===== src/rtl/dp_pkg.sv =====
// Summary of operation
// The six-bit port has six two-way pins, bits 5 to 0, whose functions are the same in every mode.
// On the six-bit port a direction bit of 1 makes its pin an output and 0 makes it an input.
// The six-bit port direction register is write-only and reads back as all ones.
// The six-bit port direction register loads C0 on reset and hardware standby and holds through software standby.
// In software standby every pin whose direction bit is 1 keeps driving its previous output level.
// A read of the six-bit port data gives the stored bit for output pins and the live pin level for input pins.
// Bits 7 and 6 of the six-bit port data register ignore writes and always read 1.
// The six-bit port data register loads C0 on reset and hardware standby and holds in software standby.
// Pins 5 and 4 carry the serial clocks: input when external clock is enabled, else output in clocked mode or with clock output enabled, else plain port; the interrupt input stays connected.
// Pins 3 and 2 are receive inputs while receive is enabled, pins 1 and 0 transmit outputs while transmit is enabled, else plain port.
// The eight-bit port has eight two-way pins, a direction bit of 1 making an output and 0 an input.
// The eight-bit port direction register is write-only and reads back as all ones.
// The eight-bit port direction register loads 00 in modes 1, 2, 5, 6, 7 and 80 in modes 3 and 4 on reset or hardware standby, and holds in software standby.
// In modes 3 and 4 the direction bit of eight-bit pin 7 is held at 1 and the pin drives an address output.
// A read of the eight-bit port data gives the stored bit for output pins and the sampled pin level for input pins.
// The eight-bit port data register is read-write, loads 00 on reset and hardware standby and holds in software standby.
// A plain output pin drives its stored data bit, and data writes update the stored bit even while the pin is an input.
package dp_pkg;
  // Register indexes; the byte address is four times the index
  localparam logic [15:0] OFS_SIX_DIR   = 16'hFFD0;
  localparam logic [15:0] OFS_EIGHT_DIR = 16'hFFD1;
  localparam logic [15:0] OFS_SIX_DATA  = 16'hFFD2;
  localparam logic [15:0] OFS_EIGHT_DATA = 16'hFFD3;
  localparam logic [7:0]  SIX_DIR_RST   = 8'hC0;
  localparam logic [7:0]  SIX_DATA_RST  = 8'hC0;
  localparam logic [7:0]  SIX_RSVD_MASK = 8'hC0;
  localparam logic [7:0]  EIGHT_DIR_RST_LO = 8'h00;
  localparam logic [7:0]  EIGHT_DIR_RST_HI = 8'h80;
  localparam logic [7:0]  EIGHT_DATA_RST = 8'h00;
  localparam logic [7:0]  ALL_ONES      = 8'hFF;
  localparam logic [7:0]  PIN7_MASK     = 8'h80;
  localparam logic [2:0]  MODE_ADDR_A   = 3'h3;
  localparam logic [2:0]  MODE_ADDR_B   = 3'h4;
  localparam logic [1:0]  HTRANS_NONSEQ = 2'h2;
  // Edges after reset release until the mode synchroniser holds the pin value
  localparam logic [1:0]  MODE_SETTLE   = 2'h2;

  // Serial channel controls for one channel
  typedef struct packed {
    logic ext_clk_in_en;
    logic int_clk_out_en;
    logic sync_mode;
    logic rx_en;
    logic tx_en;
  } dp_ser_ctl_s;

  // Bus slave state
  typedef struct packed {
    logic        wr_pend;
    logic        rd_pend;
    logic [15:0] addr;
    logic [31:0] rdata;
  } dp_bus_s;

  // Port register state
  typedef struct packed {
    logic [7:0] six_dir;
    logic [7:0] six_data;
    logic [7:0] eight_dir;
    logic [7:0] eight_data;
    logic       mode_ab;
    logic       init_done;
  } dp_regs_s;
endpackage


===== src/rtl/dp_pinmux.sv =====
`timescale 1ns/1ps
module dp_pinmux (
  // Port settings
  input  wire logic [5:0]          dir,
  input  wire logic [5:0]          data,
  // Serial channels
  input  wire dp_pkg::dp_ser_ctl_s ch0,
  input  wire dp_pkg::dp_ser_ctl_s ch1,
  input  wire logic [1:0]          ser_clk_out,
  input  wire logic [1:0]          ser_tx,
  // Pin drive
  output wire logic [5:0]          pin_o,
  output wire logic [5:0]          pin_oe
);
  dp_pkg::dp_ser_ctl_s ch [2];
  assign ch[0] = ch0;
  assign ch[1] = ch1;

  // Index 0 is channel 0, index 1 channel 1
  genvar i;
  generate
    for (i = 0; i < 2; i++) begin : g_ch
      logic [2:0] o_c;
      logic [2:0] oe_c;

      // Bit 2 clock pin, bit 1 receive pin, bit 0 transmit pin
      always_comb begin
        if (ch[i].ext_clk_in_en) begin
          o_c[2]  = 1'b0;
          oe_c[2] = 1'b0;
        end else if (ch[i].sync_mode || ch[i].int_clk_out_en) begin
          o_c[2]  = ser_clk_out[i];
          oe_c[2] = 1'b1;
        end else begin
          o_c[2]  = data[4+i];
          oe_c[2] = dir[4+i];
        end
        if (ch[i].rx_en) begin
          o_c[1]  = 1'b0;
          oe_c[1] = 1'b0;
        end else begin
          o_c[1]  = data[2+i];
          oe_c[1] = dir[2+i];
        end
        if (ch[i].tx_en) begin
          o_c[0]  = ser_tx[i];
          oe_c[0] = 1'b1;
        end else begin
          o_c[0]  = data[i];
          oe_c[0] = dir[i];
        end
      end

      assign pin_o[4+i]  = o_c[2];
      assign pin_oe[4+i] = oe_c[2];
      assign pin_o[2+i]  = o_c[1];
      assign pin_oe[2+i] = oe_c[1];
      assign pin_o[i]    = o_c[0];
      assign pin_oe[i]   = oe_c[0];
    end
  endgenerate
endmodule // dp_pinmux


===== src/rtl/dp_port.sv =====
// Chosen here: the AHB-Lite interface to the registers.
`timescale 1ns/1ps
module dp_port (
  // Clock and reset
  input  wire logic                hclk,
  input  wire logic                hresetn,
  // AHB-Lite slave
  input  wire logic                hsel,
  input  wire logic [31:0]         haddr,
  input  wire logic [1:0]          htrans,
  input  wire logic                hwrite,
  input  wire logic [2:0]          hsize,
  input  wire logic [31:0]         hwdata,
  input  wire logic                hready,
  output logic      [31:0]         hrdata,
  output logic                     hreadyout,
  output logic                     hresp,
  // Chip state
  input  wire logic [2:0]          op_mode,
  input  wire logic                hw_standby,
  input  wire logic                sw_standby,
  // Serial channels
  input  wire dp_pkg::dp_ser_ctl_s ser_ctl0,
  input  wire dp_pkg::dp_ser_ctl_s ser_ctl1,
  input  wire logic [1:0]          ser_clk_out,
  input  wire logic [1:0]          ser_tx,
  output logic      [1:0]          ser_clk_in,
  output logic      [1:0]          ser_rx,
  output logic      [1:0]          ext_irq,
  // Address output for eight-bit pin 7
  input  wire logic                addr_bit_out,
  // Six-bit port pins
  input  wire logic [5:0]          six_pin_i,
  output logic      [5:0]          six_pin_o,
  output logic      [5:0]          six_pin_oe,
  // Eight-bit port pins
  input  wire logic [7:0]          eight_pin_i,
  output logic      [7:0]          eight_pin_o,
  output logic      [7:0]          eight_pin_oe
);
  typedef struct packed {
    dp_pkg::dp_bus_s  bus;
    dp_pkg::dp_regs_s regs;
    logic [5:0]       six_o;
    logic [5:0]       six_oe;
    logic [7:0]       eight_o;
    logic [7:0]       eight_oe;
    logic [1:0]       init_cnt;
  } dp_state_s;

  dp_state_s  st_q;
  dp_state_s  st_d;
  logic [5:0] six_sync;
  logic [7:0] eight_sync;
  logic [5:0] mux_o;
  logic [5:0] mux_oe;
  logic [2:0] mode_sync;
  logic       hws_sync;
  logic       sws_sync;
  logic       mode_ab_now;
  logic [7:0] six_rd;
  logic [7:0] eight_rd;
  logic [7:0] eight_dir_eff;
  logic [7:0] wbyte;

  ////////////////////////////////////////////////////////////////////////
  // Input synchronisers

  dp_sync #(.WIDTH(6)) u_sync_six (
    .hclk    (hclk),
    .hresetn (hresetn),
    .d       (six_pin_i),
    .q       (six_sync)
  );

  dp_sync #(.WIDTH(8)) u_sync_eight (
    .hclk    (hclk),
    .hresetn (hresetn),
    .d       (eight_pin_i),
    .q       (eight_sync)
  );

  dp_sync #(.WIDTH(5)) u_sync_ctl (
    .hclk    (hclk),
    .hresetn (hresetn),
    .d       ({op_mode, hw_standby, sw_standby}),
    .q       ({mode_sync, hws_sync, sws_sync})
  );

  ////////////////////////////////////////////////////////////////////////
  // Six-bit port alternate functions

  dp_pinmux u_pinmux (
    .dir         (st_q.regs.six_dir[5:0]),
    .data        (st_q.regs.six_data[5:0]),
    .ch0         (ser_ctl0),
    .ch1         (ser_ctl1),
    .ser_clk_out (ser_clk_out),
    .ser_tx      (ser_tx),
    .pin_o       (mux_o),
    .pin_oe      (mux_oe)
  );

  ////////////////////////////////////////////////////////////////////////
  // Register file and pin drive

  assign mode_ab_now   = (mode_sync == dp_pkg::MODE_ADDR_A) || (mode_sync == dp_pkg::MODE_ADDR_B);
  assign eight_dir_eff = st_q.regs.mode_ab ? (st_q.regs.eight_dir | dp_pkg::PIN7_MASK)
                                           : st_q.regs.eight_dir;
  assign six_rd   = dp_pkg::SIX_RSVD_MASK
                  | ({2'b00, st_q.regs.six_dir[5:0]  & st_q.regs.six_data[5:0]})
                  | ({2'b00, ~st_q.regs.six_dir[5:0] & six_sync});
  assign eight_rd = (eight_dir_eff & st_q.regs.eight_data)
                  | (~eight_dir_eff & eight_sync);
  assign wbyte    = hwdata[7:0];

  always_comb begin
    st_d = st_q;
    st_d.bus.wr_pend = 1'b0;
    st_d.bus.rd_pend = 1'b0;
    // Mode is caught once its synchroniser has settled after reset release
    if (!st_q.regs.init_done) begin
      st_d.regs.mode_ab   = mode_ab_now;
      st_d.regs.eight_dir = mode_ab_now ? dp_pkg::EIGHT_DIR_RST_HI : dp_pkg::EIGHT_DIR_RST_LO;
      if (st_q.init_cnt == dp_pkg::MODE_SETTLE) begin
        st_d.regs.init_done = 1'b1;
      end else begin
        st_d.init_cnt = 2'(st_q.init_cnt + 2'h1);
      end
    end
    // Data phase write
    if (st_q.bus.wr_pend) begin
      case (st_q.bus.addr)
        dp_pkg::OFS_SIX_DIR:    st_d.regs.six_dir    = wbyte | dp_pkg::SIX_RSVD_MASK;
        dp_pkg::OFS_EIGHT_DIR:  st_d.regs.eight_dir  = wbyte;
        dp_pkg::OFS_SIX_DATA:   st_d.regs.six_data   = wbyte | dp_pkg::SIX_RSVD_MASK;
        dp_pkg::OFS_EIGHT_DATA: st_d.regs.eight_data = wbyte;
        default:                st_d.regs            = st_d.regs;
      endcase
    end
    // Address phase
    if (hsel && hready && (htrans == dp_pkg::HTRANS_NONSEQ)) begin
      st_d.bus.addr    = haddr[17:2];
      st_d.bus.wr_pend = hwrite;
      st_d.bus.rd_pend = !hwrite;
      // One register per word, on the low byte
      case (haddr[17:2])
        dp_pkg::OFS_SIX_DIR:    st_d.bus.rdata = {24'h000000, dp_pkg::ALL_ONES};
        dp_pkg::OFS_EIGHT_DIR:  st_d.bus.rdata = {24'h000000, dp_pkg::ALL_ONES};
        dp_pkg::OFS_SIX_DATA:   st_d.bus.rdata = {24'h000000, six_rd};
        dp_pkg::OFS_EIGHT_DATA: st_d.bus.rdata = {24'h000000, eight_rd};
        default:                st_d.bus.rdata = '0;
      endcase
    end
    // Pins freeze in software standby
    if (!sws_sync) begin
      st_d.six_o    = mux_o;
      st_d.six_oe   = mux_oe;
      st_d.eight_o  = st_q.regs.mode_ab ? {addr_bit_out, st_q.regs.eight_data[6:0]}
                                        : st_q.regs.eight_data;
      st_d.eight_oe = eight_dir_eff;
    end
    // Hardware standby acts as reset of the registers
    if (hws_sync) begin
      st_d.regs.six_dir    = dp_pkg::SIX_DIR_RST;
      st_d.regs.six_data   = dp_pkg::SIX_DATA_RST;
      st_d.regs.eight_data = dp_pkg::EIGHT_DATA_RST;
      st_d.regs.eight_dir  = mode_ab_now ? dp_pkg::EIGHT_DIR_RST_HI : dp_pkg::EIGHT_DIR_RST_LO;
      st_d.regs.mode_ab    = mode_ab_now;
      st_d.six_oe          = '0;
      st_d.eight_oe        = '0;
    end
  end

  always_ff @(posedge hclk or negedge hresetn) begin
    if (!hresetn) begin
      st_q                 <= '0;
      st_q.regs.six_dir    <= dp_pkg::SIX_DIR_RST;
      st_q.regs.six_data   <= dp_pkg::SIX_DATA_RST;
      st_q.regs.eight_dir  <= dp_pkg::EIGHT_DIR_RST_LO;
      st_q.regs.eight_data <= dp_pkg::EIGHT_DATA_RST;
    end else begin
      st_q <= st_d;
    end
  end

  ////////////////////////////////////////////////////////////////////////
  // Outputs

  assign hrdata       = st_q.bus.rdata;
  assign hreadyout    = 1'b1;
  assign hresp        = 1'b0;
  assign six_pin_o    = st_q.six_o;
  assign six_pin_oe   = st_q.six_oe;
  assign eight_pin_o  = st_q.eight_o;
  assign eight_pin_oe = st_q.eight_oe;
  assign ser_clk_in   = six_sync[5:4];
  assign ser_rx       = six_sync[3:2];
  assign ext_irq      = six_sync[5:4];
endmodule // dp_port


===== src/rtl/dp_sync.sv =====
`timescale 1ns/1ps
module dp_sync #(
  parameter int WIDTH = 8
) (
  // Clock and reset
  input  wire logic             hclk,
  input  wire logic             hresetn,
  // Data
  input  wire logic [WIDTH-1:0] d,
  output logic      [WIDTH-1:0] q
);
  logic [WIDTH-1:0] meta_q;

  always_ff @(posedge hclk or negedge hresetn) begin
    if (!hresetn) begin
      meta_q <= '0;
      q      <= '0;
    end else begin
      meta_q <= d;
      q      <= meta_q;
    end
  end
endmodule // dp_sync


===== config.mk =====
export PLATFORM = sky130hd
export DESIGN_NAME = dp_port
export DESIGN_NICKNAME = d
export VERILOG_FILES = /design/src/rtl/dp_pkg.sv /design/src/rtl/dp_pinmux.sv /design/src/rtl/dp_port.sv /design/src/rtl/dp_sync.sv
export SDC_FILE = /design/constraint.sdc
export NUM_CORES = 1
export LEC_CHECK = 0
export ABC_AREA = 0
export BUFFER_PORTS_ARGS = -buffer_cell sky130_fd_sc_hd__buf_2
export CAP_MARGIN = 15
export CORE_MARGIN = 5
export CORE_UTILIZATION = 30
export CTS_BUF_LIST = sky130_fd_sc_hd__clkbuf_4 sky130_fd_sc_hd__clkbuf_8
export CTS_CLUSTER_DIAMETER = 40
export DETAILED_ROUTE_END_ITERATION = 10
export GPL_ROUTABILITY_DRIVEN = 0
export PLACE_DENSITY = 0.62
export RECOVER_POWER = 25
export SLEW_MARGIN = 20
export SYNTH_ARGS = -nofsm -noshare
export SYNTH_HDL_FRONTEND = slang
export SYNTH_SLANG_ARGS = --single-unit

===== constraint.sdc =====
create_clock -name hclk -period 2.5 [get_ports hclk]
set_clock_uncertainty 0.15 [all_clocks]
set_input_delay 0 -clock hclk [delete_from_list [all_inputs] [get_ports hclk]]
set_output_delay 0 -clock hclk [all_outputs]
set_load 0.03 [all_outputs]

# After elaboration in Yosys (flattened, before gate mapping)
# Cells that the tools add are included.
[totals] word_cells=92 regBits=147
[classes] reduce_logical=15 n_eq_ne=13 add_sub_neg=1 bitwise=10 mux=33
[ops] cell="$eq 16x16->1 const B" count=8
[ops] cell="$mux 8" count=8
[ops] cell="$mux 50" count=1
[ops] cell="$mux 32" count=1
[ops] cell="$mux 31" count=1
[ops] cell="$pmux 8 s3" count=1
[ops] cell="$mux 22" count=1
[ops] cell="$mux 1" count=17
[ops] cell="$and 8x8->8" count=2
[ops] cell="$and 6x6->6" count=2
[ops] cell="$mux 6" count=2
[ops] cell="$not 8->8" count=1
[ops] cell="$or 8x6->8" count=1
[ops] cell="$or 8x8->8" count=1
[ops] cell="$reduce_and 2->1" count=4
[ops] cell="$reduce_bool 2->1" count=4
[ops] cell="$not 6->6" count=1
[ops] cell="$eq 2x2->1 const B" count=2
[ops] cell="$eq 3x2->1 const B" count=1
[ops] cell="$eq 3x3->1 const B" count=1
[ops] cell="$logic_or 1x1->1" count=3
[ops] cell="$add 2x1->2 const B" count=1
[ops] cell="$logic_and 1x1->1" count=2
[ops] cell="$mux 2" count=1
[ops] cell="4 further kinds" count=5

# Logic depth before layout (Yosys ltp)
[logic_depth] depth_word=7 mapped_depth=6

# By module
# Synthesis repeated with hierarchy kept, for this count alone.
[hier_totals] hier_cells=463 hier_area_um2=5398.9
[modules_own_cells] module="dp_port" seq_area_each_um2=2127.0 cells_per_inst=407 n_inst=1 area_per_inst_um2=4332.9
[modules_own_cells] module="dp_sync (u_sync_eight)" seq_area_each_um2=400.4 cells_per_inst=16 n_inst=1 area_per_inst_um2=400.4
[modules_own_cells] module="dp_sync (u_sync_six)" seq_area_each_um2=300.3 cells_per_inst=12 n_inst=1 area_per_inst_um2=300.3
[modules_own_cells] module="dp_sync (u_sync_ctl)" seq_area_each_um2=250.2 cells_per_inst=10 n_inst=1 area_per_inst_um2=250.2
[modules_own_cells] module="dp_pinmux" seq_area_each_um2=0.0 cells_per_inst=18 n_inst=1 area_per_inst_um2=115.1

# Least setup slack after synthesis
# OpenSTA, ideal clock, no wires.
[synth_path] path_type="register to register" from="register st_q[99] (netlist bit)" to="register st_q[51] (netlist bit)" path_slack_ns=0.312 setup_time_ns=0.136 path_stages_with_launch=7 t_arrival_ns=1.901 path_cell_list="dfrtp_1 or4b_4 or4_4 buf_6 buf_8 o21ai_1 a21oi_1"
[synth_via] elab_chain_len=3
[synth_lines] element="start: declaration" line_no="dp_port.sv:51" rtl="dp_state_s st_q;"
[synth_lines] element="start signal: assignment" line_no="dp_port.sv:183" rtl="st_q <= st_d;"
[synth_lines] element="$eq 16x16->1" line_no="dp_port.sv:133" rtl="case (st_q.bus.addr)"
[synth_lines] element="$reduce_bool 2->1 (no source line)"
[synth_lines] element="$reduce_and 2->1 (no source line)"
# Every way passes these cells.
# A chain may end at the register's enable or synchronous reset.

# Worst setup path in the final report
[layout_path] from="input htrans[1]" to="register st_q (netlist bit hrdata[4])"
[layout_via] elab_chain_len=2
[layout_lines] element="start: declaration" line_no="dp_port.sv:10" rtl="input wire logic [1:0] htrans,"
[layout_lines] element="$eq 2x2->1" line_no="dp_port.sv:142" rtl="if (hsel && hready && (htrans == dp_pkg::HTRANS_NONSEQ)) begin"
[layout_lines] element="$logic_and 1x1->1" line_no="dp_port.sv:142"
# Every way passes these cells.

==> results.py <==
metrics = {
    "route": {
        "antenna_left": 0,
        "wl_per_cell_um": 15.6,
        "drtIter0Drc": 158,
        "vias": 3828,
        "first_pass_iters": 4,
        "drc": 0,
        "drt-total-wl_um": 13200,
        "vias_per_cell": 4.52,
    },
    "clock_tree": {
        "numCtsBuffers": 17,
        "cts_tree": "built",
        "cts.sinks": 123,
        "cts_buffer_depth": 2,
        "cts_setup_buffers": 0,
        "clk_latency_ps": 440,
        "clk_pin_slew_ps": 60,
        "h-tree-depth": 4,
        "root_buffer": "clkbuf_8",
    },
    "timing": {
        "layout_setup_ws_ps": 123,
        "grt_setup_unrepaired": "false",
        "fmax_mhz": 421,
        "fin_crit_ps": 2380,
        "setup_violations": 0,
        "timing.slew.headroom": 0.0775,
        "setup_tns_ps": 0,
        "period_share": 0.951,
        "hold_viol": 0,
        "drv_slew": 0,
        "tightest_slew_ps": 1380,
        "hold_ws_ps": 52.9,
    },
    "placement": {
        "pre_cts_ws_ps": 209,
        "portBuffers": 106,
        "dp_cells": 747,
        "hpwl_um": 9480,
    },
    "synthesis": {
        "synth_cell_type_count": 40,
        "synth_top_cell_by_area": "dfrtp_1",
        "ys_ff_latch": 123,
        "yosysSeqAreaShare": 0.570,
        "yosys_most_used_dff": "dfrtp_1",
        "netlist_area_sq_um": 5400,
        "avgSynthCellArea_sq_um": 11.4,
        "yosys_warnings": 0,
        "syn_inst": 475,
        "synth_top_area_frac": 0.570,
        "synth.area.top_cells": "dfrtp_1, buf_4, mux2_2",
        "ys_async_sr_fraction": 1.00,
        "synth_edf_count": 0,
    },
    "power_and_ir_drop": {
        "comb_power_share": 0.109,
        "seqPwrFrac": 0.471,
        "vdd_ir_drop_max_mv": 0.429,
        "power.density_nw_per_um2": 675,
        "switchingPower_uw": 1120,
        "power.switching_fraction": 0.242,
        "clockPowerShare": 0.420,
        "p_leak_uw": 0.00321,
        "finalPower_uw": 4620,
        "p_int_uw": 3500,
    },
    "global_routing": {
        "antenna_found_initial": 0,
        "grt_pass1_vias": 3909,
        "globalRoute.totalOverflow": 0,
        "grt_usage": 0.130,
        "grt_max_degree": 59,
        "grt_first_pass_wirelength_um": 20600,
    },
    "setup_path": {
        "crit_fanout": 29,
        "setup.worst_path.class": "input port to flop",
        "required_ps": 2660,
        "critPathLaunchType": "input port",
        "ff2ff_setup_slack_ps": 190,
        "crit_arrival_ps": 2540,
        "r2r_start": "st_q[99]$_DFFE_PN0P_",
        "reg2reg_depth": 4,
        "timing.rr.end": "st_q[47]$_DFF_PN0_",
        "crit_path_end_kind": "flop",
    },
    "run_status": {
        "outcome": "finished, final reports clean",
    },
    "layout": {
        "diodes": 0,
        "layout.cells.non_filler": 846,
        "fillers": 1727,
        "nNetsFinal": 713,
        "syn2layout_area_growth_pct": 26.7,
        "drive_above_1_share": 0.311,
    },
    "die": {
        "dieArea_sq_um": 20800,
        "start_util": 0.303,
        "row_count": 49,
        "core_sq_um": 17800,
        "die_h_um": 144,
        "io_pins": 176,
        "die_w_um": 144,
    },
    "hold_path": {
        "hold_end": "u_sync_eight.meta_q[6]$_DFF_PN0_",
        "hp-class": "input port to flop",
        "hp-start": "eight_pin_i[6]",
        "hold_depth": 2,
    },
    "job": {
        "drv_cap": 0,
    },
}
-- cells by family after synthesis --
family,Yosys count,share of synthesized area
xor gates and xnor gates,1,0.00162
DFF,123,0.570
other,2,0.00139
adders and majority gates,1,0.00232
muxes,49,0.0994
and+or+nand+nor,116,0.115
AOI/OAI and AO/OA,83,0.0881
buffers and inverters,100,0.121
-- repair_timing --
item / in CTS / in global routing
endpoints found under the hold margin: 140 / 0
hold buffers: 67 / 0
setup endpoints to repair: 0 / 2
resized for setup: 0 / 1
-- synth_stat cells, types with 2 or more instances --
cell      instances
inv_1             5
o21ai_1           9
clkbuf_1         16
nand2_1          26
nand4_1          11
or2_2             3
buf_4            68
o211ai_1          7
a21oi_1          34
mux2_2           37
buf_1             4
nor2_1           27
nand2b_1          7
nor3_1            5
dfrtp_1         123
o31ai_1           2
conb_1            2
nand3_1          20
buf_2             5
mux2i_1          12
o21ai_0          20
nand4b_1          8
a32oi_1           6
nor3b_1           2
-- metal layers --
metal  global-route usage  share of wire  up-vias
li1                     -              -     1827
met1                0.162           0.43     1852
met2                0.210           0.48      129
met3               0.0446          0.072       20
met4               0.0471          0.018        0
met5                    0              0        -
-- power by group through the flow --
stage / sequential, uW / combinational, uW / clock, uW
2_1_floorplan: 2160 / 354 / 0
3_3_place_gp: 2210 / 412 / 0
3_5_place_dp: 2210 / 423 / 0
4_1_cts: 2170 / 504 / 2000
5_1_grt: 2190 / 550 / 2070
6_report: 2170 / 501 / 1940
-- cell usage in the layout (no fill, tap or decap), drive strengths merged, types with 2 or more instances in the layout --
master         n
dfrtp        123
buf          113
dlygate4sd3   67
mux2          37
a21oi         34
o21ai         30
nor2          27
nand2         26
conb          26
clkbuf        25
nand3         20
mux2i         12
nand4         11
nand4b         8
nand2b         7
o211ai         7
a32oi          6
inv            5
nor3           5
bufinv         4
clkinv         4
or2            3
nor4           3
o31ai          2
nor3b          2
-- final cells by class --
type | instances | area, sq um | share of cell area
Timing Repair Buffer | 181 | 1260 | 0.184
Tap cell | 229 | 287 | 0.0419
Multi-Input combinational cell | 276 | 1760 | 0.257
Clock inverter | 8 | 140 | 0.0205
Sequential cell | 123 | 3080 | 0.450
Inverter | 5 | 18.8 | 0.00274
Clock buffer | 24 | 299 | 0.0437
-- critical path, cell delays in order --
cell and delay (ps):
dlygate4sd3_1 540, buf_2 120, nand4b_1 70, dlygate4sd3_1 550, buf_4 320, nand2b_1 270, a32oi_1 90, dlygate4sd3_1 580
-- metrics by stage --
step                      cell area [sq um]  utilization
after floorplan                        5490            -
after global routing                   6840        0.383
after global placement                 5730        0.321
final                                  6840        0.383
after CTS                              6840        0.383
after detailed placement               5730        0.321
-- flip-flops by register name (all words and copies together), names as in the netlist --
signal and cells:
st_q 49, eight_pin_o 8, eight_pin_oe 8, hrdata 8, u_sync_eight.meta_q 8, u_sync_eight.q 8
six_pin_o 6, six_pin_oe 6, u_sync_six.meta_q 6, u_sync_six.q 6, u_sync_ctl.meta_q 5, u_sync_ctl.q 5
-- worst max path at each step --
stage,startpoint,to,slack [ps],cells past startpoint
after CTS,htrans[1],hrdata[4]$_DFFE_PN0P_,110,8
after detailed placement,st_q[99]$_DFFE_PN0P_,st_q[47]$_DFF_PN0_,210,4
after global routing,htrans[1],hrdata[3]$_DFFE_PN0P_,60,8
final,htrans[1],hrdata[4]$_DFFE_PN0P_,120,8
after global placement,st_q[99]$_DFFE_PN0P_,st_q[47]$_DFF_PN0_,230,4
after floorplan,st_q[99]$_DFFE_PN0P_,st_q[51]$_DFFE_PN0P_,310,6
(Power assumes the default switching activity.)
